File: config.mk
export PLATFORM = sky130hd
export DESIGN_NAME = fcs_flash_cmd_status
export DESIGN_NICKNAME = d
export VERILOG_FILES = /design/src/fcs_pkg.sv /design/src/fcs_dec_if.sv /design/src/fcs_cmd_dec.sv /design/src/fcs_flash_cmd_status.sv
export VERILOG_INCLUDE_DIRS = /design/src
export SDC_FILE = /design/constraint.sdc
export NUM_CORES = 1
export LEC_CHECK = 0
export ABC_CLOCK_PERIOD_IN_PS = 2100
export BUFFER_PORTS_ARGS = -buffer_cell sky130_fd_sc_hd__buf_2
export CORE_ASPECT_RATIO = 1.5
export CORE_MARGIN = 1.5
export CORE_UTILIZATION = 40
export CTS_CLUSTER_DIAMETER = 40
export CTS_CLUSTER_SIZE = 16
export DETAILED_ROUTE_END_ITERATION = 16
export GPL_TIMING_DRIVEN = 0
export PLACE_DENSITY = 0.75
export SLEW_MARGIN = 20
export SYNTH_ARGS = -nofsm -noshare
export SYNTH_HDL_FRONTEND = slang
export SYNTH_SLANG_ARGS = --single-unit
File: constraint.sdc
create_clock -name i_core_clk -period 2.1 [get_ports i_core_clk]
set_clock_uncertainty 0.05 [all_clocks]
set_input_delay 0.105 -clock i_core_clk [delete_from_list [all_inputs] [get_ports i_core_clk]]
set_output_delay 0.105 -clock i_core_clk [all_outputs]
set_load 0.05 [all_outputs]
File: src/fcs_cfg.svh
// fcs_cfg.svh: offsets, field positions, reset values and codes of the
// flash command/status block. Assumes a 32-bit byte address bus.
`ifndef FCS_CFG_SVH
`define FCS_CFG_SVH

// -----------------------------------------------------------------
// register addresses
// -----------------------------------------------------------------
`define FCS_ADDR_MCR    32'h00D0_0000
`define FCS_ADDR_TSTAT  32'h00D0_001C
`define FCS_ADDR_USTAT  32'h00D0_0018
`define FCS_ADDR_CMD    32'h00D0_0020
`define FCS_ADDR_TCTL   32'h00D0_0024
`define FCS_ADDR_TADR   32'h00D0_0026
`define FCS_ADDR_TDATA  32'h00D0_0028

// -----------------------------------------------------------------
// user status fields
// -----------------------------------------------------------------
`define FCS_ST_BUFFER_EMPTY_FLAG    3'h7
`define FCS_ST_CMD_COMPLETE_FLAG     3'h6
`define FCS_ST_PROTECT_VIOLATION_FLAG    3'h5
`define FCS_ST_ACCESS_ERROR_FLAG   3'h4
`define FCS_ST_BLANK    3'h2
`define FCS_ST_W_MASK   8'hB4

// -----------------------------------------------------------------
// module configuration fields
// -----------------------------------------------------------------
`define FCS_MCR_BUFFER_EMPTY_IRQ_EN   3'h7
`define FCS_MCR_CMD_COMPLETE_IRQ_EN    3'h6
`define FCS_MCR_BKSEL   3'h0

// -----------------------------------------------------------------
// command codes and reset values
// -----------------------------------------------------------------
`define FCS_CMD_VERIFY  7'h05
`define FCS_CMD_PROG    7'h20
`define FCS_CMD_PAGE_ERASE_CMD   7'h40
`define FCS_CMD_MASS_ERASE_CMD  7'h41
`define FCS_CMD_RST     7'h00
`define FCS_MAX_BANKS   4

`endif

File: src/fcs_pkg.sv
// fcs_pkg.sv: types of the flash command/status block.
// Assumes fcs_cfg.svh is on the include path.
`include "fcs_cfg.svh"

package fcs_pkg;

    typedef enum logic [2:0] {
        FCS_PH_IDLE   = 3'b001,
        FCS_PH_LOADED = 3'b010,
        FCS_PH_RUN    = 3'b100
    } fcs_phase_t;

    typedef enum logic [4:0] {
        FCS_K_NONE   = 5'b00001,
        FCS_K_VERIFY = 5'b00010,
        FCS_K_PROG   = 5'b00100,
        FCS_K_PAGE_ERASE_CMD  = 5'b01000,
        FCS_K_MASS_ERASE_CMD = 5'b10000
    } fcs_kind_t;

    typedef struct packed {
        fcs_phase_t  phase;
        logic        buffer_empty_flag;
        logic        cmd_complete_flag;
        logic        protect_violation_flag;
        logic        access_error_flag;
        logic        blank;
        logic [6:0]  cmd;
    } fcs_bank_t;

endpackage

File: src/fcs_dec_if.sv
// fcs_dec_if.sv: command code to decoder and decoded kind back.
// Assumes fcs_pkg is compiled first.
`timescale 1ns/1ps

interface fcs_dec_if;
    import fcs_pkg::*;
    logic [6:0] code;
    logic       legal;
    fcs_kind_t  kind;
    modport user (output code, input legal, input kind);
    modport dec  (input code, output legal, output kind);
endinterface

File: src/fcs_cmd_dec.sv
// fcs_cmd_dec.sv: decodes a 7-bit command field into its kind.
// Assumes the code is stable within the cycle; purely combinational.
`timescale 1ns/1ps
`include "fcs_cfg.svh"

module fcs_cmd_dec
    import fcs_pkg::*;
(
    fcs_dec_if.dec  dif
);

    always_comb begin
        dif.legal = 1'b1;
        case (dif.code)
            `FCS_CMD_VERIFY: dif.kind = FCS_K_VERIFY;
            `FCS_CMD_PROG:   dif.kind = FCS_K_PROG;
            `FCS_CMD_PAGE_ERASE_CMD:  dif.kind = FCS_K_PAGE_ERASE_CMD;
            `FCS_CMD_MASS_ERASE_CMD: dif.kind = FCS_K_MASS_ERASE_CMD;
            default: begin
                dif.kind  = FCS_K_NONE;
                dif.legal = 1'b0;
            end
        endcase
    end

endmodule

File: src/fcs_flash_cmd_status.sv
// fcs_flash_cmd_status.sv: banked user status and command registers of
// the flash program/erase controller, with launch, abort and errors.
// Assumes a synchronous one-cycle register port and an outside engine
// that runs launched commands and reports completion per bank.
`timescale 1ns/1ps
`include "fcs_cfg.svh"

module fcs_flash_cmd_status
    import fcs_pkg::*;
#(
    parameter int NUM_BANKS = 2
)(
    input  wire logic        i_core_clk,
    input  wire logic        i_rst,
    input  wire logic [31:0] i_addr,
    input  wire logic [31:0] i_wdata,
    input  wire logic        i_wr,
    input  wire logic        i_rd,
    output logic      [31:0] o_rdata,
    output logic             o_xfer_err,
    input  wire logic        i_test_mode,
    input  wire logic        i_done,
    input  wire logic [1:0]  i_done_bank,
    input  wire logic        i_blank_ok,
    input  wire logic        i_prot_viol,
    input  wire logic        i_acc_err,
    input  wire logic [1:0]  i_evt_bank,
    output logic             o_launch,
    output logic      [1:0]  o_launch_bank,
    output logic      [6:0]  o_launch_cmd,
    output logic             o_irq
);

    // -----------------------------------------------------------------
    // parameter check
    // -----------------------------------------------------------------
    if (NUM_BANKS < 1 || NUM_BANKS > `FCS_MAX_BANKS) begin : g_bad
        $error("NUM_BANKS must be 1 to 4");
    end

    // -----------------------------------------------------------------
    // state
    // -----------------------------------------------------------------
    typedef struct packed {
        fcs_bank_t [NUM_BANKS-1:0] bank;
        logic                      buffer_empty_irq_en;
        logic                      cmd_complete_irq_en;
        logic      [1:0]           bksel;
        logic      [31:0]          rdata;
        logic                      xfer_err;
        logic                      launch;
        logic      [1:0]           launch_bank;
        logic      [6:0]           launch_cmd;
    } fcs_state_t;

    fcs_state_t state_reg;
    fcs_state_t state_next;

    // -----------------------------------------------------------------
    // helpers
    // -----------------------------------------------------------------
    // set wins over clear so a same-cycle event is never lost
    function automatic logic fcs_sc(input logic cur,
                                    input logic set,
                                    input logic clr);
        return set | (cur & ~clr);
    endfunction

    function automatic logic [7:0] fcs_stat_byte(input fcs_bank_t b);
        logic [7:0] v;
        v = 8'h00;
        v[`FCS_ST_BUFFER_EMPTY_FLAG]  = b.buffer_empty_flag;
        v[`FCS_ST_CMD_COMPLETE_FLAG]   = b.cmd_complete_flag;
        v[`FCS_ST_PROTECT_VIOLATION_FLAG]  = b.protect_violation_flag;
        v[`FCS_ST_ACCESS_ERROR_FLAG] = b.access_error_flag;
        v[`FCS_ST_BLANK]  = b.blank;
        return v;
    endfunction

    function automatic logic fcs_bank_hit(input logic [1:0] sel,
                                          input int         idx);
        return (32'(sel) == idx);
    endfunction

    // -----------------------------------------------------------------
    // command decoder
    // -----------------------------------------------------------------
    fcs_dec_if dif ();

    assign dif.code = i_wdata[6:0];

    fcs_cmd_dec u_dec (
        .dif (dif)
    );

    // -----------------------------------------------------------------
    // address decode
    // -----------------------------------------------------------------
    logic hit_mcr;
    logic hit_ustat;
    logic hit_cmd;
    logic hit_test;
    logic sel_ok;
    logic err_any;
    logic [NUM_BANKS-1:0] err_vec;

    assign hit_mcr   = (i_addr == `FCS_ADDR_MCR);
    assign hit_ustat = (i_addr == `FCS_ADDR_USTAT);
    assign hit_cmd   = (i_addr == `FCS_ADDR_CMD);
    assign hit_test  = (i_addr == `FCS_ADDR_TSTAT) ||
                       (i_addr == `FCS_ADDR_TCTL)  ||
                       (i_addr == `FCS_ADDR_TADR)  ||
                       (i_addr == `FCS_ADDR_TDATA);
    assign sel_ok    = (32'(state_reg.bksel) < NUM_BANKS);

    always_comb begin
        for (int b = 0; b < NUM_BANKS; b++) begin
            err_vec[b] = state_reg.bank[b].protect_violation_flag | state_reg.bank[b].access_error_flag;
        end
    end

    assign err_any = |err_vec;

    // -----------------------------------------------------------------
    // next state
    // -----------------------------------------------------------------
    always_comb begin
        logic       sel;
        logic       st_wr;
        logic       cmd_wr;
        logic       done_b;
        logic       evt_b;
        logic       set_acc;
        logic       set_pv;
        logic       set_blank;
        logic [7:0] rd_byte;
        fcs_bank_t  cur;
        fcs_bank_t  nb;

        sel       = 1'b0;
        st_wr     = 1'b0;
        cmd_wr    = 1'b0;
        done_b    = 1'b0;
        evt_b     = 1'b0;
        set_acc   = 1'b0;
        set_pv    = 1'b0;
        set_blank = 1'b0;
        rd_byte   = 8'h00;
        cur       = '0;
        nb        = '0;

        state_next             = state_reg;
        state_next.rdata       = 32'h0000_0000;
        state_next.xfer_err    = 1'b0;
        state_next.launch      = 1'b0;

        // test registers only answer in test mode
        if ((i_wr || i_rd) && hit_test && !i_test_mode) begin
            state_next.xfer_err = 1'b1;
        end

        if (i_wr && hit_mcr) begin
            state_next.buffer_empty_irq_en = i_wdata[`FCS_MCR_BUFFER_EMPTY_IRQ_EN];
            state_next.cmd_complete_irq_en  = i_wdata[`FCS_MCR_CMD_COMPLETE_IRQ_EN];
            state_next.bksel = i_wdata[`FCS_MCR_BKSEL +: 2];
        end

        for (int b = 0; b < NUM_BANKS; b++) begin
            cur    = state_reg.bank[b];
            nb     = cur;
            sel    = fcs_bank_hit(state_reg.bksel, b);
            st_wr  = i_wr && hit_ustat && sel;
            cmd_wr = i_wr && hit_cmd && sel;
            done_b = i_done && fcs_bank_hit(i_done_bank, b);
            evt_b  = fcs_bank_hit(i_evt_bank, b);

            set_pv  = i_prot_viol && evt_b;
            set_acc = i_acc_err && evt_b;
            set_blank = 1'b0;

            if (i_rd && hit_ustat && sel) begin
                rd_byte = fcs_stat_byte(cur);
            end
            if (i_rd && hit_cmd && sel) begin
                rd_byte = {1'b0, cur.cmd};
            end

            case (cur.phase)
                FCS_PH_IDLE: begin
                    // blocked while the buffer holds a command
                    if (cmd_wr && cur.buffer_empty_flag) begin
                        nb.cmd = i_wdata[6:0];
                        if (dif.legal) begin
                            nb.phase = FCS_PH_LOADED;
                        end else begin
                            set_acc = 1'b1;
                        end
                    end
                    if (st_wr && i_wdata[`FCS_ST_BUFFER_EMPTY_FLAG]) begin
                        // launch with nothing loaded is a bad sequence
                        set_acc = 1'b1;
                    end
                end
                FCS_PH_LOADED: begin
                    if (cmd_wr) begin
                        nb.cmd = i_wdata[6:0];
                        if (!dif.legal) begin
                            set_acc  = 1'b1;
                            nb.phase = FCS_PH_IDLE;
                        end
                    end else if (st_wr && !i_wdata[`FCS_ST_BUFFER_EMPTY_FLAG]) begin
                        set_acc  = 1'b1;
                        nb.phase = FCS_PH_IDLE;
                    end else if (st_wr && i_wdata[`FCS_ST_BUFFER_EMPTY_FLAG] && !err_any) begin
                        nb.phase  = FCS_PH_RUN;
                        nb.buffer_empty_flag  = 1'b0;
                        nb.cmd_complete_flag   = 1'b0;
                        state_next.launch      = 1'b1;
                        state_next.launch_bank = 2'(b);
                        state_next.launch_cmd  = cur.cmd;
                    end
                    if (set_pv) begin
                        nb.phase = FCS_PH_IDLE;
                    end
                end
                FCS_PH_RUN: begin
                    if (st_wr && i_wdata[`FCS_ST_BUFFER_EMPTY_FLAG]) begin
                        set_acc = 1'b1;
                    end
                    if (done_b || set_pv || set_acc) begin
                        // completion or self-abort frees the buffer
                        nb.phase = FCS_PH_IDLE;
                        nb.buffer_empty_flag = 1'b1;
                        nb.cmd_complete_flag  = 1'b1;
                        set_blank = done_b && i_blank_ok &&
                                    (cur.cmd == `FCS_CMD_VERIFY);
                    end
                end
                default: begin
                    nb.phase = FCS_PH_IDLE;
                    nb.buffer_empty_flag = 1'b1;
                    nb.cmd_complete_flag  = 1'b1;
                end
            endcase

            // write-1-to-clear flags; bit 6 never written
            nb.protect_violation_flag  = fcs_sc(cur.protect_violation_flag, set_pv,
                               st_wr && i_wdata[`FCS_ST_PROTECT_VIOLATION_FLAG]);
            nb.access_error_flag = fcs_sc(cur.access_error_flag, set_acc,
                               st_wr && i_wdata[`FCS_ST_ACCESS_ERROR_FLAG]);
            nb.blank  = fcs_sc(cur.blank, set_blank,
                               st_wr && i_wdata[`FCS_ST_BLANK]);

            state_next.bank[b] = nb;
        end

        if (i_rd && hit_mcr) begin
            rd_byte = 8'h00;
            rd_byte[`FCS_MCR_BUFFER_EMPTY_IRQ_EN]      = state_reg.buffer_empty_irq_en;
            rd_byte[`FCS_MCR_CMD_COMPLETE_IRQ_EN]       = state_reg.cmd_complete_irq_en;
            rd_byte[`FCS_MCR_BKSEL +: 2] = state_reg.bksel;
        end

        // out-of-range bank select and test registers read zero
        if (i_rd && (hit_mcr || sel_ok)) begin
            state_next.rdata = {24'h00_0000, rd_byte};
        end
    end

    // -----------------------------------------------------------------
    // registers
    // -----------------------------------------------------------------
    always_ff @(posedge i_core_clk or posedge i_rst) begin
        if (i_rst) begin
            for (int b = 0; b < NUM_BANKS; b++) begin
                state_reg.bank[b].phase  <= FCS_PH_IDLE;
                state_reg.bank[b].buffer_empty_flag  <= 1'b1;
                state_reg.bank[b].cmd_complete_flag   <= 1'b1;
                state_reg.bank[b].protect_violation_flag  <= 1'b0;
                state_reg.bank[b].access_error_flag <= 1'b0;
                state_reg.bank[b].blank  <= 1'b0;
                state_reg.bank[b].cmd    <= `FCS_CMD_RST;
            end
            state_reg.buffer_empty_irq_en       <= 1'b0;
            state_reg.cmd_complete_irq_en        <= 1'b0;
            state_reg.bksel       <= 2'h0;
            state_reg.rdata       <= 32'h0000_0000;
            state_reg.xfer_err    <= 1'b0;
            state_reg.launch      <= 1'b0;
            state_reg.launch_bank <= 2'h0;
            state_reg.launch_cmd  <= 7'h00;
        end else begin
            state_reg <= state_next;
        end
    end

    // -----------------------------------------------------------------
    // outputs
    // -----------------------------------------------------------------
    logic [NUM_BANKS-1:0] irq_vec;

    always_comb begin
        for (int b = 0; b < NUM_BANKS; b++) begin
            irq_vec[b] = (state_reg.bank[b].buffer_empty_flag & state_reg.buffer_empty_irq_en) |
                         (state_reg.bank[b].cmd_complete_flag & state_reg.cmd_complete_irq_en);
        end
    end

    // any bank may raise the request, not only the selected one
    assign o_irq         = |irq_vec;
    assign o_rdata       = state_reg.rdata;
    assign o_xfer_err    = state_reg.xfer_err;
    assign o_launch      = state_reg.launch;
    assign o_launch_bank = state_reg.launch_bank;
    assign o_launch_cmd  = state_reg.launch_cmd;

endmodule

==> results of run 1 <==
how the worst min path moves through the flow:
stage | start | to | slack, ns | depth (start not counted)
finish | i_wdata[3] | state_reg[50]$_DFFE_PP0P_ | 0.04 | 2
floorplan | i_test_mode | o_xfer_err$_DFF_PP0_ | 0.13 | 1
detailed placement | i_rst | o_launch_cmd[6]$_DFF_PP0_ | 0.08 | 2
global placement | i_test_mode | o_xfer_err$_DFF_PP0_ | 0.21 | 2
CTS | i_wdata[3] | state_reg[50]$_DFFE_PP0P_ | 0.04 | 2
global route | i_wdata[3] | state_reg[65]$_DFFE_PP0P_ | 0.05 | 2
worst register-to-register path: cells and delay by family (launching register included):
family / cells / cell delay, ns
simple gates: 4 / 1.10
buf+inv: 1 / 0.24
compound gates: 1 / 0.05
flops: 1 / 0.47
power by group through the flow:
stage / logic [W] / registers (W) / clock network, W
4_1_cts: 0.000289 / 0.000983 / 0.000901
2_1_floorplan: 0.000188 / 0.00100 / 0
5_1_grt: 0.000312 / 0.000982 / 0.000947
3_3_place_gp: 0.000275 / 0.00100 / 0
6_report: 0.000289 / 0.000983 / 0.000898
3_5_place_dp: 0.000283 / 0.00100 / 0
routing by layer:
layer	vias up	part of all wire, %	wire length (microns)	global-route usage (%)
met4	0	3.3	276	11.0
met5	-	0	0	0
li1	1360	-	-	-
met1	1331	36	3030	21.0
met3	21	6.3	527	3.27
met2	122	54	4510	37.7
cell type report:
class | count | area share [%]
clock buffer | 6 | 3.14
timing repair buffer | 75 | 9.76
clock inverter | 1 | 0.732
buffer | 49 | 8.78
inverter | 6 | 0.549
sequential | 51 | 31.2
tap | 105 | 3.20
multi-input combinational | 246 | 42.6
Yosys cell counts, types with 5 or more instances:
| master | n |
|---|---|
| a21oi_1 | 11 |
| inv_1 | 6 |
| o21ai_0 | 10 |
| mux2i_1 | 9 |
| nor3b_1 | 5 |
| nand4_1 | 8 |
| nor2b_1 | 6 |
| o211a_1 | 6 |
| mux2_2 | 21 |
| nor2_1 | 22 |
| dfrtp_1 | 47 |
| buf_4 | 41 |
| clkbuf_1 | 7 |
| nand3_1 | 12 |
| nor4b_1 | 5 |
| nand2_1 | 25 |
| and3_1 | 8 |
| nor4_1 | 7 |
repair_timing:
| item | 4_1_cts | 5_1_grt |
|---|---|---|
| setup buffers | 0 | 0 |
| hold buffers | 2 | 0 |
| setup endpoints to repair | 23 | 10 |
| pin swaps | 0 | 0 |
| gates resized for setup | 3 | 2 |
| hold endpoints to repair | 17 | 0 |
through the flow:
step           total power, W  setup slack (ns)  instances  cell area, sq um
2_1_floorplan         0.00119             0.322        354              3400
4_1_cts               0.00217          0.000925        540              4100
6_report              0.00217            0.0831        539              4100
3_5_place_dp          0.00128            -0.351        532              3910
3_3_place_gp          0.00128            -0.231        531              3890
5_1_grt               0.00224           0.00163        539              4100
kinds of logic (layout without fill, tap and decap cells):
family / after synthesis / count (layout) / synth area share (%)
buffers and inverters: 57 / 137 / 11.8
AOI/OAI and AO/OA: 55 / 55 / 12.1
and+or+nand+nor: 137 / 137 / 27.5
muxes: 30 / 30 / 9.85
other: 1 / 24 / 0.113
DFF: 51 / 51 / 38.7
==> key figures, run 1 <==
Worst setup path
  • Critical path class: register to register
  • Buf/Inv on CP: 1
  • Crit path launch type: register
  • Setup slack, reg-to-reg: 0.08 ns
  • Worst Path Max Fanout: 10
  • Req. time, crit path: about 2.2 ns
  • Worst path depth: 6
  • Worst setup endpoint: o_launch_cmd[4]$_DFF_PP0_
  • Worst Reg-to-Reg Cells: 6
  • Crit path cell chain: and3b_1 -> and2_1 -> nand4_2 -> buf_6 -> nor2_1 -> a21oi_1
  • Crit. Startpoint: state_reg[43]$_DFFE_PP0P_
  • Slowest-stage cell, CP: dfrtp_1
  • Worst path arrival time: 2.14 ns
  • Largest stage delay, worst path: between 0.4 and 0.5 ns
  • CP endpoint kind: register
  • FF-to-FF End: o_launch_cmd[4]$_DFF_PP0_
  • Largest delay share family, worst path: simple AND/OR/NAND/NOR gates
  • RR Startpoint: state_reg[43]$_DFFE_PP0P_

Global routing
  • Total grt overflow: 0
  • Aggregate global-route resource usage: 20.1%
  • Pin count of the biggest net entering global routing: 34
  • First-pass GRT wire length: 13.9 mm
  • Vias in the first global route: 2940
  • Initial antenna violation count: 0

Synthesis
  • Mean Syn Cell Area: between 10 and 15 sq um
  • Number of synthesized flops with an enable pin: 0
  • Synth warnings: 0
  • Yosys top cell by area: dfrtp_1
  • Sequential-to-total area share from yosys stat: between 30% and 40%
  • Post-Syn Instances: 331
  • Post-synthesis register bit count: 51
  • Ys flop type: dfrtp_1
  • Synth top area cells: dfrtp_1 (35%), buf_4 (9.3%), mux2_2 (7.1%)
  • Ys async rst share: 100%
  • Area fraction of the dominant cell type after synthesis: between 30% and 40%
  • Synth cell types: 57
  • Post-synth design cell area: roughly 3300 sq um

Detailed routing
  • Drt total wl: 8.35 mm
  • Vias per cell: ~5.3
  • First-pass iteration count of the detailed router: 4
  • Drt wl/cell: 15.5 microns
  • Iter 0 DRT Violations: 244
  • DR DRC count: 0
  • Routed Antenna Nets: 0
  • Via count: 2834

Floorplan
  • Die ar.: slightly below 9000 sq um
  • Site Rows: 40
  • Die Span X: 77.3 microns
  • Initial Util: between 40% and 50%
  • Top Ports: 121
  • Die height: 114 microns
  • Core Footprint: approximately 8000 sq um

Status
  • Status: completed

Clock tree
  • Htree depth: 2
  • Root Driver: clkbuf_16
  • Worst-skew pair later-pin latency: 0.29 ns
  • Clk sink count: 51
  • Worst-path clk slew: 0.06 ns
  • CTS tree: built
  • Clk buf depth: 2
  • CTS Buf Count: 5

Cells and area
  • Commonest non-fill, non-tap cells in the layout: buf_2 (72), dfrtp_1 (47), buf_4 (41)
  • Layout cell share with drive strength beyond 1: between 30% and 40%
  • Max FFs per register: 32
  • Register area: 1280 sq um
  • Multi-input combinational cell area: 1750 sq um
  • Nets: between 500 and 600
  • Antenna fix cells: 0
  • Most common cell after layout, fill and taps aside: buf_2
  • Fin util: 51.2%
  • Fill cells: 790
  • Area Growth Syn to Fin: 23.8%

Power and ir drop
  • Combinational share of power: 13.3%
  • Int Pwr: 0.00163 W
  • Sw Ratio: 24.7%
  • Clk pwr share: about two fifths
  • Sequential Power Share: a little under half
  • Pwr Density: 529 nW/um^2
  • Psw: 0.000537 W
  • P_leak: 2.15 nW
  • Worst VDD drop: 0.335 mV

Timing
  • Setup TNS: 0 ns
  • Fmax: 496 MHz
  • Unrepaired setup endpoints after global routing: no
  • Hold WS: between 0.03 and 0.04 ns
  • Final setup viols: 0
  • Min Clock Period, post-route: 2.02 ns
  • Slew Viols, Final: 0
  • Worst-Margin Slew: 0.808 ns
  • Fin. Hold Viols: 0
  • Relative slew margins: between 40% and 50%
  • Final period utilization: between 90% and 100%

Place
  • DPL Wire Length: 6.57 mm
  • RePlAce Congestion: about 0.92
  • I/O Buffers: between 70 and 80

Run
  • Maxcap violations: 0

Worst hold path
  • Hold WC Path Type: primary input to register
No activity file was read; power rests on OpenSTA's default activity.
==> run 2: changes to the inputs <==
PLACE_DENSITY = unset   (was 0.75)
PLACE_DENSITY_LB_ADDON = 0.12   (was unset)
SKIP_CTS_REPAIR_TIMING = 1   (was unset)
==> key figures, run 2 (synthesis gave the netlist of run 1 again) <==
Worst setup path
  • Worst Path Max Fanout: 8 (was 10)
  • Worst path arrival time: 2.08 ns (was 2.14 ns)
  • Setup slack, reg-to-reg: 0.15 ns (was 0.08 ns)
  • CP endpoint kind: register (unchanged)
  • Worst Reg-to-Reg Cells: 5 (was 6)
  • Crit path launch type: register (unchanged)
  • Req. time, crit path: 2.23 ns (about the same)
  • Critical path class: register to register (unchanged)

Cells and area
  • Most common cell after layout, fill and taps aside: buf_2 (unchanged)
  • Layout cell share with drive strength beyond 1: 39.7% (was 39.2%)
  • Antenna fix cells: 0 (unchanged)
  • Final instance area: 4120 sq um (was 4100 sq um)
  • Multi-input combinational cell area: 1750 sq um (about the same)
  • Commonest non-fill, non-tap cells in the layout: buf_2 (72), dfrtp_1 (47), buf_4 (42) (was buf_2 (72), dfrtp_1 (47), buf_4 (41))
  • Area Growth Syn to Fin: 24.3% (was 23.8%)
  • Fin util: 51.4% (was 51.2%)
  • Max FFs per register: 32 (unchanged)
  • Fill cells: 808 (was 790)
  • Nets: 512 (was 511)
  • Register area: 1280 sq um (unchanged)

Clock tree
  • Clk sink count: 51 (unchanged)
  • CTS tree: built (unchanged)
  • Worst-skew pair later-pin latency: 0.30 ns (was 0.29 ns)
  • Htree depth: 2 (unchanged)
  • Root Driver: clkbuf_16 (unchanged)
  • Worst-path clk slew: 0.07 ns (was 0.06 ns)
  • CTS Buf Count: 5 (unchanged)
  • Clk buf depth: 2 (unchanged)

Worst hold path
  • Hold WC Path Type: primary input to register (unchanged)
  • Hold Crit Depth: 3 (was 2)

Detailed routing
  • Drt total wl: 8.67 mm (was 8.35 mm)
  • First-pass iteration count of the detailed router: 4 (unchanged)
  • Iter 0 DRT Violations: 162 (was 244)
  • Via count: 2867 (was 2834)
  • Drt wl/cell: 16.0 microns (was 15.5 microns)
  • Vias per cell: 5.30 (was 5.26)
  • Routed Antenna Nets: 0 (unchanged)
  • DR DRC count: 0 (unchanged)

Global routing
  • Total grt overflow: 0 (unchanged)
  • Initial antenna violation count: 0 (unchanged)
  • First-pass GRT wire length: 13.8 mm (was 13.9 mm)
  • Aggregate global-route resource usage: 20.2% (was 20.1%)
  • Pin count of the biggest net entering global routing: 35 (was 34)
  • Vias in the first global route: 2787 (was 2940)

Power and ir drop
  • Pwr Density: 533 nW/um^2 (was 529 nW/um^2)
  • P_leak: 2.15 nW (about the same)
  • Worst VDD drop: 0.310 mV (was 0.335 mV)

Floorplan
  • Core Footprint: 8010 sq um (unchanged)
  • Top Ports: 121 (unchanged)
  • Die ar.: 8850 sq um (unchanged)
  • Site Rows: 40 (unchanged)
  • Die height: 114 microns (unchanged)
  • Die Span X: 77.3 microns (unchanged)
  • Initial Util: 41.4% (unchanged)

Run
  • Maxcap violations: 0 (unchanged)

Timing
  • Worst-Margin Slew: 0.966 ns (was 0.808 ns)
  • Slew Viols, Final: 0 (unchanged)
  • Fin. Hold Viols: 0 (unchanged)
  • Fmax: 512 MHz (was 496 MHz)
  • Final period utilization: 93.0% (was 96.0%)
  • Final setup viols: 0 (unchanged)
  • Min Clock Period, post-route: 1.95 ns (was 2.02 ns)
  • Unrepaired setup endpoints after global routing: no (unchanged)
  • Relative slew margins: 35.0% (was 45.6%)

Status
  • Status: completed (unchanged)

Place
  • Placed Area: 3910 sq um (unchanged)
  • RePlAce Congestion: 0.851 (was 0.919)
  • I/O Buffers: 72 (unchanged)
  • DPL Wire Length: 6.80 mm (was 6.57 mm)
==> run 2: cell count changes in the layout (fill, tap and decap cells not counted), sizes merged <==
cell	previous run	this run
clkinvlp	0	1
buf	117	118
==> run 2: layout make-up <==
class,instances,area share [%]
multi-input combinational,246,42.5
timing repair buffer,76,9.90
tap,105,3.19
inverter,6,0.547
clock inverter,2,0.911
sequential,51,31.1
clock buffer,6,3.13
buffer,49,8.75
==> run 2: final timing paths <==
kind,from,end
hold reg to reg,state_reg[69]$_DFF_PP0_,state_reg[69]$_DFF_PP0_
setup reg to reg,state_reg[43]$_DFFE_PP0P_,state_reg[50]$_DFFE_PP0P_
setup / recovery,state_reg[43]$_DFFE_PP0P_,state_reg[50]$_DFFE_PP0P_
hold / removal,i_blank_ok,state_reg[69]$_DFF_PP0_
min in group asynchronous,i_rst,o_rdata[0]$_DFF_PP0_
max in group asynchronous,i_rst,state_reg[74]$_DFFE_PP1P_
==> run 2: critical path: stages, from the launching register on <==
cell and delay (ns):
dfrtp_1 0.46, nor3b_2 0.39, nand2b_1 0.15, a21oi_1 0.24
nand3_4 0.21, mux2_2 0.33
==> run 2: layer usage <==
layer  vias to the layer above  GRT usage, %  wire [microns]
li1                       1365             -               -
met1                      1381          22.0            3300
met2                       102          37.3            4660
met3                        19          3.43             420
met4                         0          9.70             286
met5                         -             0               0
==> run 2: per-stage QoR <==
step	TNS (ns)	power, W	hold slack [ns]	cells	setup slack, ns
after floorplan	0	0.00119	0.126	354	0.322
after global placement	-3.88	0.00128	0.215	531	-0.284
after detailed placement	-3.78	0.00129	0.0616	532	-0.302
after CTS	-1.27	0.00221	-0.257	540	-0.130
after global routing	0	0.00226	0.0358	541	0.0102
final	0	0.00220	0.0399	541	0.147
==> run 2: where the power goes <==
group / total, W / switching [W] / internal [W]
sequential: 0.000983 / 0.000000233 / 0.000983
clock: 0.000923 / 0.000360 / 0.000563
combinational: 0.000291 / 0.000196 / 0.0000954
==> run 3: changes to the inputs <==
ABC_CLOCK_PERIOD_IN_PS = 1950   (was 2100)
CTS_BUF_LIST = sky130_fd_sc_hd__clkbuf_4 sky130_fd_sc_hd__clkbuf_8 sky130_fd_sc_hd__clkbuf_16   (was unset)
PLACE_DENSITY_LB_ADDON = 0.25   (was 0.12)
clock period = 1.95 ns   (was 2.1 ns; I/O delays follow)
==> key figures, run 3 (synthesis gave the netlist of run 1 again) <==
Clock tree
  • Worst-skew pair later-pin latency: 0.29 ns (was 0.30 ns)
  • Worst-path clk slew: 0.07 ns (about the same)
  • Htree depth: 2 (unchanged)
  • Clk sink count: 51 (unchanged)
  • Root Driver: clkbuf_16 (unchanged)
  • CTS Buf Count: 5 (unchanged)
  • Clk buf depth: 2 (unchanged)
  • CTS tree: built (unchanged)

Timing
  • Final setup viols: 0 (unchanged)
  • Hold WS: 0.0441 ns (was 0.0399 ns)
  • Relative slew margins: 39.1% (was 35.0%)
  • Min Clock Period, post-route: 1.86 ns (was 1.95 ns)
  • Fin. Hold Viols: 0 (unchanged)
  • Slew Viols, Final: 0 (unchanged)
  • Worst-Margin Slew: 0.904 ns (was 0.966 ns)
  • Fmax: 539 MHz (was 512 MHz)
  • Final period utilization: 95.1% (was 93.0%)

Floorplan
  • Top Ports: 121 (unchanged)
  • Die ar.: 8850 sq um (unchanged)
  • Die Span X: 77.3 microns (unchanged)
  • Initial Util: 41.4% (unchanged)
  • Core Footprint: 8010 sq um (unchanged)
  • Die height: 114 microns (unchanged)
  • Site Rows: 40 (unchanged)

Place
  • I/O Buffers: 72 (unchanged)
  • DPL Wire Length: 6.78 mm (was 6.80 mm)
  • RePlAce Congestion: 0.894 (was 0.851)

Worst hold path
  • Worst Hold Launch: i_wdata[3] (was i_blank_ok)
  • Hold WC Path Type: primary input to register (unchanged)
  • Hold Crit Depth: 2 (was 3)
  • Hold EP: state_reg[65]$_DFFE_PP0P_ (was state_reg[69]$_DFF_PP0_)

Power and ir drop
  • Pwr Total: 0.00249 W (was 0.00220 W)
  • Pwr Density: 588 nW/um^2 (was 533 nW/um^2)
  • Combinational share of power: 12.9% (was 13.3%)
  • Sw Ratio: 23.1% (was 25.3%)
  • Int Pwr: 0.00191 W (was 0.00164 W)
  • Psw: 0.000576 W (was 0.000556 W)
  • Worst VDD drop: 0.423 mV (was 0.310 mV)
  • Clk pwr share: 44.6% (was 42.0%)
  • Sequential Power Share: 42.5% (was 44.7%)
  • P_leak: 2.22 nW (was 2.15 nW)

Detailed routing
  • First-pass iteration count of the detailed router: 4 (unchanged)
  • DR DRC count: 0 (unchanged)
  • Via count: 2894 (was 2867)
  • Routed Antenna Nets: 0 (unchanged)
  • Drt total wl: 8.64 mm (was 8.67 mm)
  • Vias per cell: 5.30 (about the same)
  • Iter 0 DRT Violations: 156 (was 162)
  • Drt wl/cell: 15.8 microns (was 16.0 microns)

Cells and area
  • Commonest non-fill, non-tap cells in the layout: buf_2 (72), dfrtp_1 (47), buf_4 (46) (was buf_2 (72), dfrtp_1 (47), buf_4 (42))
  • Layout cell share with drive strength beyond 1: 42.0% (was 39.7%)
  • Antenna fix cells: 0 (unchanged)
  • Most common cell after layout, fill and taps aside: buf_2 (unchanged)
  • Max FFs per register: 32 (unchanged)
  • Nets: 517 (was 512)
  • Area Growth Syn to Fin: 27.7% (was 24.3%)

Global routing
  • Aggregate global-route resource usage: 20.2% (about the same)
  • First-pass GRT wire length: 13.9 mm (was 13.8 mm)
  • Pin count of the biggest net entering global routing: 36 (was 35)
  • Total grt overflow: 0 (unchanged)
  • Vias in the first global route: 2791 (was 2787)
  • Initial antenna violation count: 0 (unchanged)

Worst setup path
  • RR Startpoint: state_reg[55]$_DFF_PP0_ (was state_reg[43]$_DFFE_PP0P_)
  • Crit path launch type: register (unchanged)
  • Worst Path Max Fanout: 8 (unchanged)
  • FF-to-FF End: o_launch_cmd[5]$_DFF_PP0_ (was state_reg[50]$_DFFE_PP0P_)
  • Req. time, crit path: 2.07 ns (was 2.23 ns)
  • Worst Reg-to-Reg Cells: 6 (was 5)
  • CP endpoint kind: register (unchanged)
  • Setup slack, reg-to-reg: 0.09 ns (was 0.15 ns)
  • Critical path class: register to register (unchanged)
  • Worst path arrival time: 1.98 ns (was 2.08 ns)

Run
  • Maxcap violations: 0 (unchanged)

Status
  • Status: completed (unchanged)
-- run 3: cell types whose count changed in the layout (fill, tap and decap cells not counted), sizes merged --
cell / before / now
buf: 118 / 123
bufinv: 1 / 2
clkinvlp: 1 / 0
-- run 3: layout make-up --
class,instances,area (sq um)
inverter,6,22.5
multi-input combinational,246,1790
tap,105,131
fill,761,3770
clock inverter,2,60.1
clock buffer,6,133
timing repair buffer,81,458
buffer,49,360
sequential,51,1280
-- run 3: metal layers --
| metal | routed length (microns) | part of all wire, % | track usage (%) |
|---|---|---|---|
| met1 | 3210 | 37 | 22.7 |
| met2 | 4720 | 55 | 38.2 |
| met3 | 466 | 5.4 | 1.99 |
| met4 | 242 | 2.8 | 8.61 |
| met5 | 0 | 0 | 0 |
-- run 3: power groups by stage --
stage	registers (W)	clock network (W)	logic (W)
2_1_floorplan	0.00108	0	0.000202
3_3_place_gp	0.00108	0	0.000298
3_5_place_dp	0.00108	0	0.000308
4_1_cts	0.00106	0.00113	0.000308
5_1_grt	0.00106	0.00118	0.000344
6_report	0.00106	0.00111	0.000321
-- run 3: critical path, stage by stage (launching register included) --
cell and delay (ns):
dfrtp_1 0.44, nor4_4 0.37, and2_4 0.23, and4_1 0.21
buf_6 0.17, mux2i_1 0.19, a21oi_1 0.08
-- run 3: per-stage QoR --
| stage | utilization [%] | cell area (sq um) | worst slack (ns) | TNS, ns | std cells |
|---|---|---|---|---|---|
| 2_1_floorplan | - | 3400 | 0.172 | 0 | 354 |
| 3_3_place_gp | 48.6 | 3890 | -0.406 | -11.46 | 531 |
| 3_5_place_dp | 48.9 | 3910 | -0.434 | -9.77 | 532 |
| 4_1_cts | 51.3 | 4110 | -0.260 | -5.36 | 540 |
| 5_1_grt | 52.9 | 4230 | -0.0232 | -0.0280 | 546 |
| 6_report | 52.9 | 4230 | 0.0947 | 0 | 546 |
-- run 3: how the worst max path moves through the flow --
stage                            start                         to  slack, ns
5_1_grt        state_reg[55]$_DFF_PP0_  o_launch_cmd[6]$_DFF_PP0_      -0.02
3_3_place_gp                 i_addr[4]  state_reg[68]$_DFFE_PP0P_      -0.41
2_1_floorplan  state_reg[55]$_DFF_PP0_  o_launch_cmd[0]$_DFF_PP0_       0.17
4_1_cts        state_reg[55]$_DFF_PP0_  o_launch_cmd[5]$_DFF_PP0_      -0.26
6_report       state_reg[55]$_DFF_PP0_  o_launch_cmd[5]$_DFF_PP0_       0.09
3_5_place_dp                 i_addr[4]  state_reg[62]$_DFFE_PP0P_      -0.43
